===== config.mk =====
export PLATFORM = sky130hd
export DESIGN_NAME = sar_adc_parallel_control
export DESIGN_NICKNAME = d
export VERILOG_FILES = /design/src/design/sar_adc_pkg.sv /design/src/design/sar_conv_timer.sv /design/src/design/sar_adc_parallel_control.sv
export VERILOG_INCLUDE_DIRS = /design/src /design/src/design
export SDC_FILE = /design/constraint.sdc
export NUM_CORES = 1
export LEC_CHECK = 0
export BUFFER_PORTS_ARGS = -buffer_cell sky130_fd_sc_hd__buf_2
export CAP_MARGIN = 20
export CELL_PAD_IN_SITES_DETAIL_PLACEMENT = 2
export CELL_PAD_IN_SITES_GLOBAL_PLACEMENT = 2
export CORE_ASPECT_RATIO = 0.9
export CORE_MARGIN = 2
export CORE_UTILIZATION = 35
export CTS_BUF_LIST = sky130_fd_sc_hd__clkbuf_4 sky130_fd_sc_hd__clkbuf_8
export DETAILED_ROUTE_END_ITERATION = 12
export PLACE_DENSITY = 0.83
export SYNTH_ARGS = -nofsm -noshare
export SYNTH_HDL_FRONTEND = slang
export SYNTH_SLANG_ARGS = --single-unit

===== constraint.sdc =====
create_clock -name i_clk_sys -period 3.72 [get_ports i_clk_sys]
set_input_delay 0.186 -clock i_clk_sys [delete_from_list [all_inputs] [get_ports i_clk_sys]]
set_output_delay 0.186 -clock i_clk_sys [all_outputs]
set_load 0.01 [all_outputs]

===== src/design/sar_adc_map.svh =====
// Constants for the converter control block: timing, codes, register map.
// Assumes a 200 MHz system clock; included by bare name.
`ifndef SAR_ADC_MAP_SVH
`define SAR_ADC_MAP_SVH

`define CLK_PERIOD_NS 5
`define CONV_TIME_NS 200
`define CONV_CYC ((`CONV_TIME_NS) / (`CLK_PERIOD_NS))
`define ABORT_TIME_NS 45
`define ABORT_CYC ((`ABORT_TIME_NS) / (`CLK_PERIOD_NS))
`define RESET_PHASE_CYC_DEF 20
`define POWERDOWN_CYC_DEF 400

`define ABORT_CODE 12'hFE0
`define INIT_CONVS 3'h4
`define LEN_W 8

`define REG_CTRL 8'h00
`define REG_STATUS 8'h04
`define REG_RESULT 8'h08
`define REG_COUNT 8'h0C

`define STAT_BUSY 0
`define STAT_SAMPLING 1
`define STAT_NAP 2
`define STAT_RESET 3
`define STAT_PWRDN 4
`define STAT_ABORTED 5
`define STAT_VALID 6
`define STAT_INIT_LSB 8

`endif


===== src/design/sar_adc_pkg.sv =====
// Types shared by the converter control block.
// Assumes sar_adc_map.svh is on the include path.
`default_nettype none
`include "sar_adc_map.svh"

package sar_adc_pkg;
    typedef enum logic [1:0] {ST_IDLE, ST_CONVERT, ST_TAIL} conv_state_e;

    typedef struct packed {
        conv_state_e state;
        logic sampling;
        logic nap;
        logic cs_prev;
        logic cst_prev;
        logic pwd_meta;
        logic pwd_sync;
        logic [15:0] pwd_cnt;
        logic reset_phase;
        logic powerdown;
        logic [11:0] result;
        logic aborted;
        logic [2:0] init_cnt;
        logic [11:0] bus_data;
        logic [`LEN_W-1:0] conv_len;
        logic [15:0] conv_total;
        logic wr_pend;
        logic [7:0] wr_addr;
        logic [31:0] hrdata;
    } ctl_state_s;
endpackage

`default_nettype wire


===== src/design/sar_conv_timer.sv =====
// Conversion timer: counts the internal conversion clock after a start.
// Assumes a synchronous active-high reset and a length of at least one.
`default_nettype none

module sar_conv_timer #(
    parameter int LEN_W = 8
) (
    input wire logic i_clk_sys,
    input wire logic i_rst,
    input wire logic i_start,
    input wire logic i_stop,
    input wire logic [LEN_W-1:0] i_length,
    output logic o_running,
    output logic o_done
);
    typedef struct packed {
        logic running;
        logic [LEN_W-1:0] cnt;
    } timer_state_s;

    timer_state_s st_reg;
    timer_state_s st_next;

    assign o_running = st_reg.running;
    assign o_done = st_reg.running && (st_reg.cnt >= i_length);

    always_comb begin
        st_next = st_reg;
        if (i_stop) begin
            st_next.running = 1'b0;
        end else if (i_start) begin
            st_next.running = 1'b1;
            st_next.cnt = LEN_W'(1);
        end else if (o_done) begin
            st_next.running = 1'b0;
        end else if (st_reg.running) begin
            st_next.cnt = st_reg.cnt + LEN_W'(1);
        end
    end

    always_ff @(posedge i_clk_sys) begin
        if (i_rst) begin
            st_reg <= '0;
        end else begin
            st_reg <= st_next;
        end
    end
endmodule

`default_nettype wire


===== src/design/sar_adc_parallel_control.sv =====
// Control and readout of a 12-bit successive-approximation converter.
// Assumes pins arrive synchronous to i_clk_sys, except powerdown_reset_n,
// which is synchronised here. AHB-Lite slave, single master, zero wait.
//
// Register access over AHB-Lite and the register offsets were left to the implementer.
`default_nettype none
`include "sar_adc_map.svh"

module sar_adc_parallel_control #(
    parameter int RESET_PHASE_CYC = `RESET_PHASE_CYC_DEF,
    parameter int POWERDOWN_CYC = `POWERDOWN_CYC_DEF
) (
    input wire logic i_clk_sys,
    input wire logic i_rst,
    input wire logic i_cs_n,
    input wire logic i_conversion_start_n,
    input wire logic i_rd_n,
    input wire logic i_byte_sel,
    input wire logic i_nap_enable_n,
    input wire logic i_powerdown_reset_n,
    input wire logic [11:0] i_sar_code,
    output logic o_busy,
    output logic o_sampling,
    output logic o_nap,
    output logic o_reset_phase,
    output logic o_powerdown,
    output logic o_result_valid,
    output logic [11:0] o_result_bus,
    output logic o_result_bus_oe,
    input wire logic i_hsel,
    input wire logic [31:0] i_haddr,
    input wire logic [1:0] i_htrans,
    input wire logic i_hwrite,
    input wire logic [2:0] i_hsize,
    input wire logic [31:0] i_hwdata,
    input wire logic i_hready,
    output logic o_hreadyout,
    output logic o_hresp,
    output logic [31:0] o_hrdata
);
    localparam sar_adc_pkg::ctl_state_s ST_RESET = '{
        state: sar_adc_pkg::ST_IDLE,
        cs_prev: 1'b1,
        cst_prev: 1'b1,
        pwd_meta: 1'b1,
        pwd_sync: 1'b1,
        conv_len: `LEN_W'(`CONV_CYC),
        default: '0
    };

    sar_adc_pkg::ctl_state_s st_reg;
    sar_adc_pkg::ctl_state_s st_next;

    logic cs_fall;
    logic cst_rise;
    logic cst_fall;
    logic busy;
    logic pwd_low;
    logic samp_evt;
    logic conv_evt;
    logic abort_evt;
    logic addr_phase;
    logic conv_done;
    logic timer_start;
    logic timer_stop;

    // Register read view; used by the address phase of every read
    function automatic logic [31:0] reg_read(input logic [7:0] a,
                                             input sar_adc_pkg::ctl_state_s s);
        logic [31:0] v;
        v = 32'h0000_0000;
        unique case (a)
            `REG_CTRL: v[`LEN_W-1:0] = s.conv_len;
            `REG_STATUS: begin
                v[`STAT_BUSY] = s.state != sar_adc_pkg::ST_IDLE;
                v[`STAT_SAMPLING] = s.sampling;
                v[`STAT_NAP] = s.nap;
                v[`STAT_RESET] = s.reset_phase;
                v[`STAT_PWRDN] = s.powerdown;
                v[`STAT_ABORTED] = s.aborted;
                v[`STAT_VALID] = s.init_cnt == `INIT_CONVS;
                v[`STAT_INIT_LSB +: 3] = s.init_cnt;
            end
            `REG_RESULT: v[11:0] = s.result;
            `REG_COUNT: v[15:0] = s.conv_total;
            default: v = 32'h0000_0000;
        endcase
        return v;
    endfunction

    // Edges are taken against the previous cycle's pin levels
    assign cs_fall = st_reg.cs_prev && !i_cs_n;
    assign cst_rise = !st_reg.cst_prev && i_conversion_start_n;
    assign cst_fall = st_reg.cst_prev && !i_conversion_start_n;
    assign busy = st_reg.state != sar_adc_pkg::ST_IDLE;
    assign pwd_low = !st_reg.pwd_sync;
    assign samp_evt = !busy && ((cst_rise && !i_cs_n) ||
                                (cs_fall && i_conversion_start_n));
    assign conv_evt = (st_reg.state != sar_adc_pkg::ST_CONVERT) &&
                      (cst_fall || (cs_fall && !i_conversion_start_n));
    assign abort_evt = (st_reg.state == sar_adc_pkg::ST_CONVERT) && cs_fall &&
                       i_conversion_start_n;
    assign addr_phase = i_hsel && i_htrans[1] && i_hready;
    assign timer_start = conv_evt && !pwd_low;
    assign timer_stop = abort_evt || pwd_low;

    sar_conv_timer #(
        .LEN_W(`LEN_W)
    ) u_timer (
        .i_clk_sys(i_clk_sys),
        .i_rst(i_rst),
        .i_start(timer_start),
        .i_stop(timer_stop),
        .i_length(st_reg.conv_len),
        .o_running(),
        .o_done(conv_done)
    );

    always_comb begin
        st_next = st_reg;
        st_next.cs_prev = i_cs_n;
        st_next.cst_prev = i_conversion_start_n;
        // Two-stage synchroniser; only the second stage is looked at
        st_next.pwd_meta = i_powerdown_reset_n;
        st_next.pwd_sync = st_reg.pwd_meta;

        if (pwd_low) begin
            if (st_reg.pwd_cnt != 16'hFFFF) begin
                st_next.pwd_cnt = st_reg.pwd_cnt + 16'h0001;
            end
        end else begin
            st_next.pwd_cnt = 16'h0000;
        end
        st_next.reset_phase = pwd_low && (st_reg.pwd_cnt < 16'(RESET_PHASE_CYC));
        st_next.powerdown = pwd_low && (st_reg.pwd_cnt >= 16'(POWERDOWN_CYC));

        if (pwd_low) begin
            // Rising input releases all of this at once: no wake-up delay
            st_next.state = sar_adc_pkg::ST_IDLE;
            st_next.sampling = 1'b0;
            st_next.init_cnt = 3'h0;
            if (st_reg.pwd_cnt < 16'(RESET_PHASE_CYC)) begin
                st_next.result = `ABORT_CODE;
            end
        end else begin
            unique case (st_reg.state)
                sar_adc_pkg::ST_IDLE: begin
                    if (conv_evt) begin
                        st_next.state = sar_adc_pkg::ST_CONVERT;
                        st_next.sampling = 1'b0;
                    end else if (samp_evt) begin
                        st_next.sampling = 1'b1;
                    end
                end
                sar_adc_pkg::ST_CONVERT: begin
                    if (abort_evt) begin
                        st_next.state = sar_adc_pkg::ST_IDLE;
                        st_next.result = `ABORT_CODE;
                        st_next.aborted = 1'b1;
                    end else if (conv_done) begin
                        // Straight binary code from the comparator array
                        st_next.state = sar_adc_pkg::ST_TAIL;
                        st_next.result = i_sar_code;
                        st_next.aborted = 1'b0;
                        st_next.conv_total = st_reg.conv_total + 16'h0001;
                        if (st_reg.init_cnt != `INIT_CONVS) begin
                            st_next.init_cnt = st_reg.init_cnt + 3'h1;
                        end
                        if (!i_cs_n && i_conversion_start_n) begin
                            st_next.sampling = 1'b1;
                        end
                    end
                end
                sar_adc_pkg::ST_TAIL: begin
                    // Busy lags the internal end by one cycle
                    if (conv_evt) begin
                        st_next.state = sar_adc_pkg::ST_CONVERT;
                        st_next.sampling = 1'b0;
                    end else begin
                        st_next.state = sar_adc_pkg::ST_IDLE;
                    end
                end
                default: st_next.state = sar_adc_pkg::ST_IDLE;
            endcase
        end

        st_next.nap = !i_nap_enable_n && !pwd_low && !st_next.sampling &&
                      (st_next.state == sar_adc_pkg::ST_IDLE);

        // Output word is registered, so a byte switch shows one cycle later
        if (i_byte_sel) begin
            st_next.bus_data = {st_reg.result[3:0], 8'h00};
        end else begin
            st_next.bus_data = st_reg.result;
        end

        st_next.wr_pend = addr_phase && i_hwrite;
        if (addr_phase) begin
            st_next.wr_addr = i_haddr[7:0];
        end
        if (addr_phase && !i_hwrite) begin
            st_next.hrdata = reg_read(i_haddr[7:0], st_reg);
        end
        if (st_reg.wr_pend && st_reg.wr_addr == `REG_CTRL) begin
            // Zero length is taken as one; the timer ends after one count for either
            if (i_hwdata[`LEN_W-1:0] == `LEN_W'(0)) begin
                st_next.conv_len = `LEN_W'(1);
            end else begin
                st_next.conv_len = i_hwdata[`LEN_W-1:0];
            end
        end
    end

    always_ff @(posedge i_clk_sys) begin
        if (i_rst) begin
            st_reg <= ST_RESET;
        end else begin
            st_reg <= st_next;
        end
    end

    assign o_busy = busy;
    assign o_sampling = st_reg.sampling;
    assign o_nap = st_reg.nap;
    assign o_reset_phase = st_reg.reset_phase;
    assign o_powerdown = st_reg.powerdown;
    assign o_result_valid = st_reg.init_cnt == `INIT_CONVS;
    assign o_result_bus = st_reg.bus_data;
    assign o_result_bus_oe = !i_cs_n && !i_rd_n;
    assign o_hreadyout = 1'b1;
    assign o_hresp = 1'b0;
    assign o_hrdata = st_reg.hrdata;

    a_busy_start:
    assert property (@(posedge i_clk_sys) disable iff (i_rst)
        timer_start |=> o_busy ##1 o_busy)
        else $error("busy did not rise after conversion start");

    a_busy_hold:
    assert property (@(posedge i_clk_sys) disable iff (i_rst)
        ($rose(o_busy) && st_reg.conv_len >= `LEN_W'(8) && !pwd_low &&
         i_conversion_start_n == 1'b0 && i_cs_n == 1'b0 && i_powerdown_reset_n)
        |-> o_busy[*3])
        else $error("busy dropped early without abort or reset");

    a_busy_fall:
    assert property (@(posedge i_clk_sys) disable iff (i_rst)
        (conv_done && !abort_evt && !pwd_low && !conv_evt) |=> o_busy ##1
        (!o_busy || $past(conv_evt)))
        else $error("busy did not fall one cycle after conversion end");

    a_abort_code:
    assert property (@(posedge i_clk_sys) disable iff (i_rst)
        (abort_evt && !pwd_low) |=> (!o_busy && st_reg.result == `ABORT_CODE
                                     && st_reg.aborted))
        else $error("abort did not end busy with code FE0");

    a_back_sample:
    assert property (@(posedge i_clk_sys) disable iff (i_rst)
        (st_reg.state == sar_adc_pkg::ST_CONVERT && conv_done && !abort_evt &&
         !pwd_low && !i_cs_n && i_conversion_start_n) |=> (o_sampling && o_busy))
        else $error("sampling did not start at internal conversion end");

    a_fold_read:
    assert property (@(posedge i_clk_sys) disable iff (i_rst)
        i_byte_sel |=> o_result_bus == {$past(st_reg.result[3:0]), 8'h00})
        else $error("byte mode word not folded");

    a_full_read:
    assert property (@(posedge i_clk_sys) disable iff (i_rst)
        !i_byte_sel |=> o_result_bus == $past(st_reg.result))
        else $error("full word read mismatch");

    a_bus_release:
    assert property (@(posedge i_clk_sys) disable iff (i_rst)
        (i_cs_n || i_rd_n) |-> !o_result_bus_oe)
        else $error("bus driven while cs or read high");

    a_reset_code:
    assert property (@(posedge i_clk_sys) disable iff (i_rst)
        $rose(st_reg.reset_phase) |-> st_reg.result == `ABORT_CODE)
        else $error("reset phase without code FE0");

    a_reset_abort:
    assert property (@(posedge i_clk_sys) disable iff (i_rst)
        (!i_powerdown_reset_n [*4]) |-> !o_busy)
        else $error("conversion not aborted by reset in time");

    a_powerdown_entry:
    assert property (@(posedge i_clk_sys) disable iff (i_rst)
        $rose(o_powerdown) |-> (pwd_low && !o_busy && !o_reset_phase))
        else $error("powerdown entered without long low input");

    a_nap_hold:
    assert property (@(posedge i_clk_sys) disable iff (i_rst)
        o_nap |-> (!o_busy && !o_sampling && !$past(i_nap_enable_n)))
        else $error("nap while busy, sampling or disabled");

    a_nap_after_busy:
    assert property (@(posedge i_clk_sys) disable iff (i_rst)
        ($fell(o_busy) && !o_sampling && !pwd_low && !$past(i_nap_enable_n)
         && !i_nap_enable_n) |=> o_nap || o_sampling || o_busy || pwd_low)
        else $error("nap not entered after busy fell");

    a_bus_drive:
    assert property (@(posedge i_clk_sys) disable iff (i_rst)
        (!i_cs_n && !i_rd_n) |-> o_result_bus_oe)
        else $error("bus not driven while cs and read low");

    a_sample_start:
    assert property (@(posedge i_clk_sys) disable iff (i_rst)
        (samp_evt && !conv_evt && !pwd_low) |=> o_sampling)
        else $error("sampling did not start on a start edge");

    a_init_done:
    assert property (@(posedge i_clk_sys) disable iff (i_rst)
        (st_reg.state == sar_adc_pkg::ST_CONVERT && conv_done && !abort_evt && !pwd_low &&
         st_reg.init_cnt == `INIT_CONVS - 3'h1) |=> o_result_valid)
        else $error("result not valid after fourth conversion");
endmodule

`default_nettype wire


# Yosys cells after proc, flatten, opt, wreduce, memory -nomap -nowiden

Cells that the tools add are included.

Register bits: 112
Bits in latches: 0
RAM bits: 0
Memory bits (read-only): 0
Bits of input ports: 92
Output and inout port bits: 53
Word-level logic and storage cells: 129
Memories kept: 0

Add/sub/neg operators: 4
$mul: 0
Divide/modulo/power cells: 0
$lt $le $gt $ge: 3
Eq/ne operators: 12
Shift-type cells: 0
Mux-type cells: 30
Bitwise gates (word level): 3
Reductions and logical operators: 55

Operators with widths:

| operator                                                           | count |
|---|---|
| two-way mux 12 bit                                                 | 3 |
| adder 16 x 1 -> 16 bit, second input constant                      | 2 |
| two-way mux 16 bit                                                 | 2 |
| one-hot mux 7 bit (4 select lines)                                 | 1 |
| logical AND 1 bit                                                  | 24 |
| logical NOT 8 bit                                                  | 3 |
| two-way mux 8 bit                                                  | 3 |
| equality test 8 x 4 -> 1 bit, second input constant                | 2 |
| greater-or-equal comparator 16 x 9 -> 1 bit, second input constant | 1 |
| < comparator 16 x 5 -> 1 bit, second input constant                | 1 |
| inequality test 16 bit, second input constant                      | 1 |
| two-way mux 13 bit                                                 | 1 |
| two-way mux 3 bit                                                  | 4 |
| nonzero test 2 bit                                                 | 5 |
| logical NOT 1 bit                                                  | 9 |
| two-way mux 9 bit                                                  | 1 |
| one-hot mux 3 bit (3 select lines)                                 | 1 |
| AND reduction 3 bit                                                | 3 |
| adder 8 x 1 -> 8 bit, second input constant                        | 1 |
| equality test 8 x 3 -> 1 bit, second input constant                | 1 |
| greater-or-equal comparator 8 bit                                  | 1 |
| AND reduction 4 bit                                                | 2 |
| OR reduction 2 bit                                                 | 4 |
| two-way mux 1 bit                                                  | 7 |
| 15 further kinds                                                   | 24 |

# Depth between registers and ports, before layout

Depth in word-level cells: 12
Gate-level depth with buffers: 9
Mapped depth without buffers: 8

# Modules after synthesis

Synthesis repeated with hierarchy kept, for this count alone.

Cell total of the unflattened synthesis: 621
Area total of the unflattened synthesis: 5525.3 um2

By module, submodules not included:

| module                   | times used | cells an instance | area each (um2) | sequential area each (um2) |
|---|---|---|---|---|
| sar_adc_parallel_control | 1          | 533               | 4804.6          | 2062.0 |
| sar_conv_timer           | 1          | 88                | 720.7           | 180.2 |

# Least setup slack after synthesis

OpenSTA, ideal clock, no wires.

Path kind: register -> register
Start: register st_reg[62] in the netlist's numbering
End: register st_reg[86] in the netlist's numbering
Library setup time: 119 ps
Arrival time: 1916 ps
Data required time: 3601 ps
Path slack: 1685 ps
Cell stages (with the launch flop): 9
Path buffers: 0
Period minus slack after synthesis: 2035 ps
Cell sequence: dfxtp_1 -> inv_1 -> ha_1 -> a211o_1 -> a21oi_4 -> nand2b_1 -> a21o_2 -> nand2_2 -> o221a_1

Longest elaborated chain between the ends: 4

Ends and longest elaborated chain:

| item                                     | line                            | RTL |
|---|---|---|
| start, declared                          | sar_adc_parallel_control.sv:51  | `sar_adc_pkg::ctl_state_s st_reg;` |
| start signal, assigned                   | sar_adc_parallel_control.sv:218 | `st_reg <= st_next;` |
| greater-or-equal comparator 8 bit        | sar_conv_timer.sv:25            | `assign o_done = st_reg.running && (st_reg.cnt >= i_length);` |
| logical AND 1 bit                        | sar_conv_timer.sv:25            |  |
| inequality test 3 x 1 -> 1 bit (no line) | -                               |  |
| AND reduction 3 bit (no line)            | -                               |  |

No other way between the ends.
A chain may end at the register's enable or synchronous reset.

# Final worst setup path

Start: register st_reg[62] in the netlist's numbering
End: register st_reg[92] in the netlist's numbering

The elaborated chain is that of the path after synthesis.

==> impl_metrics.csv <==
group,metric,value,unit
cells_and_area,n_antenna_cell,0,
route,drt-pass1-iter-count,4,
place,portBuffers,74,
sta,finalHoldViolations,0,
cells_and_area,fillerInstances,1717,
clock_network,cts_buffers,9,
cells_and_area,drive_above_1_share,0.209,
clock_network,post-cts-setup-buffers,0,
die,die_h,123,um
power,cellPowerDensity,367,nW/um^2
power,irDropWorstVdd,0.249,mV
synthesis,synth_edf_count,0,
clock_network,cts_root_buf,"clkbuf_8",
clock_network,insertion_delay,0.40,ns
sta,finClkSkew,0.0167,ns
sta,worst_pin_slew,0.796,ns
synthesis,synth_async_sr_flop_share,0,
synthesis,ys_types,64,
clock_network,cts_tree,"yes",
cells_and_area,largest_reg_flops,70,
synthesis,syn_area_per_cell,9.18,sq um
sta,tns,0,ns
synthesis,synth_top_cell_area_share,0.407,
outcome,status,"complete, no violations",
synthesis,synth_mux_area_frac,0.0558,
synthesis,synth_top_flop_cell,"dfxtp_1",
place,dp.final_hpwl,12100,um
clock_network,cts.path.max_buffers,2,
sta,clock.fmax,351,MHz
place,pre_cts_ws,0.918,ns
die,initial_core_util,0.357,
die,die-width,136,um
critical_path,start_kind,"flop",
die,dieArea,16800,sq um
hold_path,hold_path.class,"in -> reg",
route,wl_per_cell,19.0,um
sta,period_needed,2.85,ns
die,core_area,15400,sq um
cells_and_area,final_net_count,739,
synthesis,syn-cell-area,5520,sq um
critical_path,cp-end-kind,"flop",
synthesis,ys_seq_area_frac,0.407,
sta,finalMaxSlewViolations,0,
synthesis,ys_ff_latch,112,
power,finalPower,2190,uW
grt,grt_pass1_vias,4768,
cells_and_area,final_core_util,0.386,
route,dr.first_iter.drc_count,185,
die,core.rowCount,43,
critical_path,crit_required,4.01,ns
route,drc,0,
synthesis,syn_inst,601,
flow_run,maxCapViolCount,0,
synthesis,yosys.area_share.simple,0.204,
route,vias,4465,
clock_network,path_clk_slew,0.11,ns
grt,grt_start_max_net_pins,69,
synthesis,synth-adder-area-share,0.0318,
sta,rsz0062_at_grt,"false",
clock_network,htree_levels,3,
power,leakagePower,0.00233,uW
synthesis,synth-compound-area-share,0.167,
cells_and_area,fin_cells,839,
grt,antenna_found_initial,0,
synthesis,synth_top_family_by_area,"simple AND/OR/NAND/NOR gates",
critical_path,cp.arrival,3.14,ns
cells_and_area,syn_to_final_growth,8.10,%
die,io-pin-count,145,
grt,grtUsageTotal,0.198,
sta,fin_crit_sh,0.766,
synthesis,synth_xor_area_frac,0.0381,
synthesis,ys_warn_count,0,
critical_path,cp_max_fo,13,
route,ant_nets,0,
sta,setup_violations,0,
place,gp_congestion,0.798,
route,viasPerCell,5.32,
critical_path,critical_path_class,"reg -> reg",
synthesis,synth_largest_area_cell,"dfxtp_1",
grt,grt_pass1_wl,25700,um
sta,setup_slack,0.870,ns
route,wl,16000,um
grt,gr-total-overflow,0,
sta,maxSlewHeadroom,0.468,
clock_network,clock_sinks,112,
place,placed_cells,823,
synthesis,synthTopCellsByArea,"dfxtp_1 41%, buf_4 6.3%, nor2_1 5.2%",
==> final cells by class <==
type | count | area, sq um | area share
multi-input combinational | 415 | 2800 | 0.470
sequential | 112 | 2240 | 0.376
timing repair buffer | 76 | 388 | 0.0651
tap | 202 | 253 | 0.0424
clock buffer | 10 | 138 | 0.0231
inverter | 19 | 71.3 | 0.0120
clock inverter | 5 | 66.3 | 0.0111
==> cell usage after synthesis (4+ instances only) <==
cell and count:
xor2_1 6, a22oi_1 15, nand2_1 45, clkbuf_1 20, a2111oi_2 9, a32oi_1 6
mux4_2 7, nand3_1 15, and2_1 11, o221a_1 7, a31oi_1 5, ha_1 14
nor4_1 4, or2_2 7, dfxtp_1 112, nor3_1 10, buf_4 46, a211oi_1 7
xnor2_1 18, nor2_1 77, mux2i_1 15, a21oi_1 27, or3_1 4, nand2b_1 6
o21ai_0 17, nand4_1 9, inv_1 19, and3_1 7
==> worst max-delay path, cell delays in order (launching register included) <==
cell and delay, ns:
dfxtp_1 0.40, inv_1 0.06, ha_1 0.30, a211o_1 0.30
a21oi_4 0.29, nand2b_1 0.62, a21o_2 0.33, nand2_2 0.14
o221a_1 0.30
==> path summary, 6_finish.rpt <==
kind | startpoint | end | slack, ns | cells past startpoint
max | st_reg[62]$_SDFFE_PP1P_ | st_reg[92]$_SDFFE_PP0P_ | 0.87 | 8
min | i_hwdata[3] | st_reg[60]$_SDFFE_PP1P_ | 0.03 | 3
max reg2reg | st_reg[62]$_SDFFE_PP1P_ | st_reg[92]$_SDFFE_PP0P_ | 0.87 | 8
min reg2reg | st_next[111]$_SDFF_PP1_ | st_reg[111]$_SDFF_PP1_ | 0.43 | 1
==> power breakdown <==
group / switching (uW) / internal, uW / leakage (uW)
combinational: 108 / 64.0 / 0.00132
sequential: 21.1 / 1220 / 0.000906
clock: 445 / 334 / 0.000100
==> metrics by stage <==
stage	hold slack (ns)	instance area [sq um]
floorplan	0.290	5580
global placement	0.379	5750
detailed placement	0.378	5750
CTS	0.0155	5960
global route	0.0197	5960
finish	0.0263	5960
==> cell usage in the layout (no fill, tap or decap), types with 7 or more instances in the layout <==
master,synthesis,routed
o21ai_0,17,17
mux4_2,7,7
mux2i_1,15,15
nand2_1,45,45
or2_2,7,7
o221a_1,7,7
clkbuf_8,0,10
nand4_1,9,9
nor2_1,77,77
dfxtp_1,112,112
a21oi_1,27,27
xnor2_1,18,18
nand3_1,15,15
a211oi_1,7,7
and3_1,7,7
and2_1,11,11
inv_1,19,19
a22oi_1,15,15
ha_1,14,14
nor3_1,10,10
conb_1,2,18
buf_2,3,74
a2111oi_2,9,9
==> logic make-up after synthesis <==
logic type               after synthesis
AO/OA/AOI/OAI                        117
XOR/XNOR                              24
adder cells (fa/ha/maj)               14
buffers and inverters                 90
flip-flops                           112
multiplexers                          22
other                                  2
AND/OR/NAND/NOR                      220
==> routing by layer <==
metal  track usage  vias to the layer above  wire length [um]
met5             0                        -                 0
met4        0.0293                        0               108
met3        0.0422                        8               567
met2         0.345                       81              7820
met1         0.258                     2253              7470
li1              -                     2123                 -
==> what timing repair did <==
| action | CTS | global route |
|---|---|---|
| gates resized for setup | 0 | 0 |
| hold buffers | 1 | 0 |
| hold endpoints to repair | 1 | 0 |
Note: power is estimated with default switching activity, not from simulation.
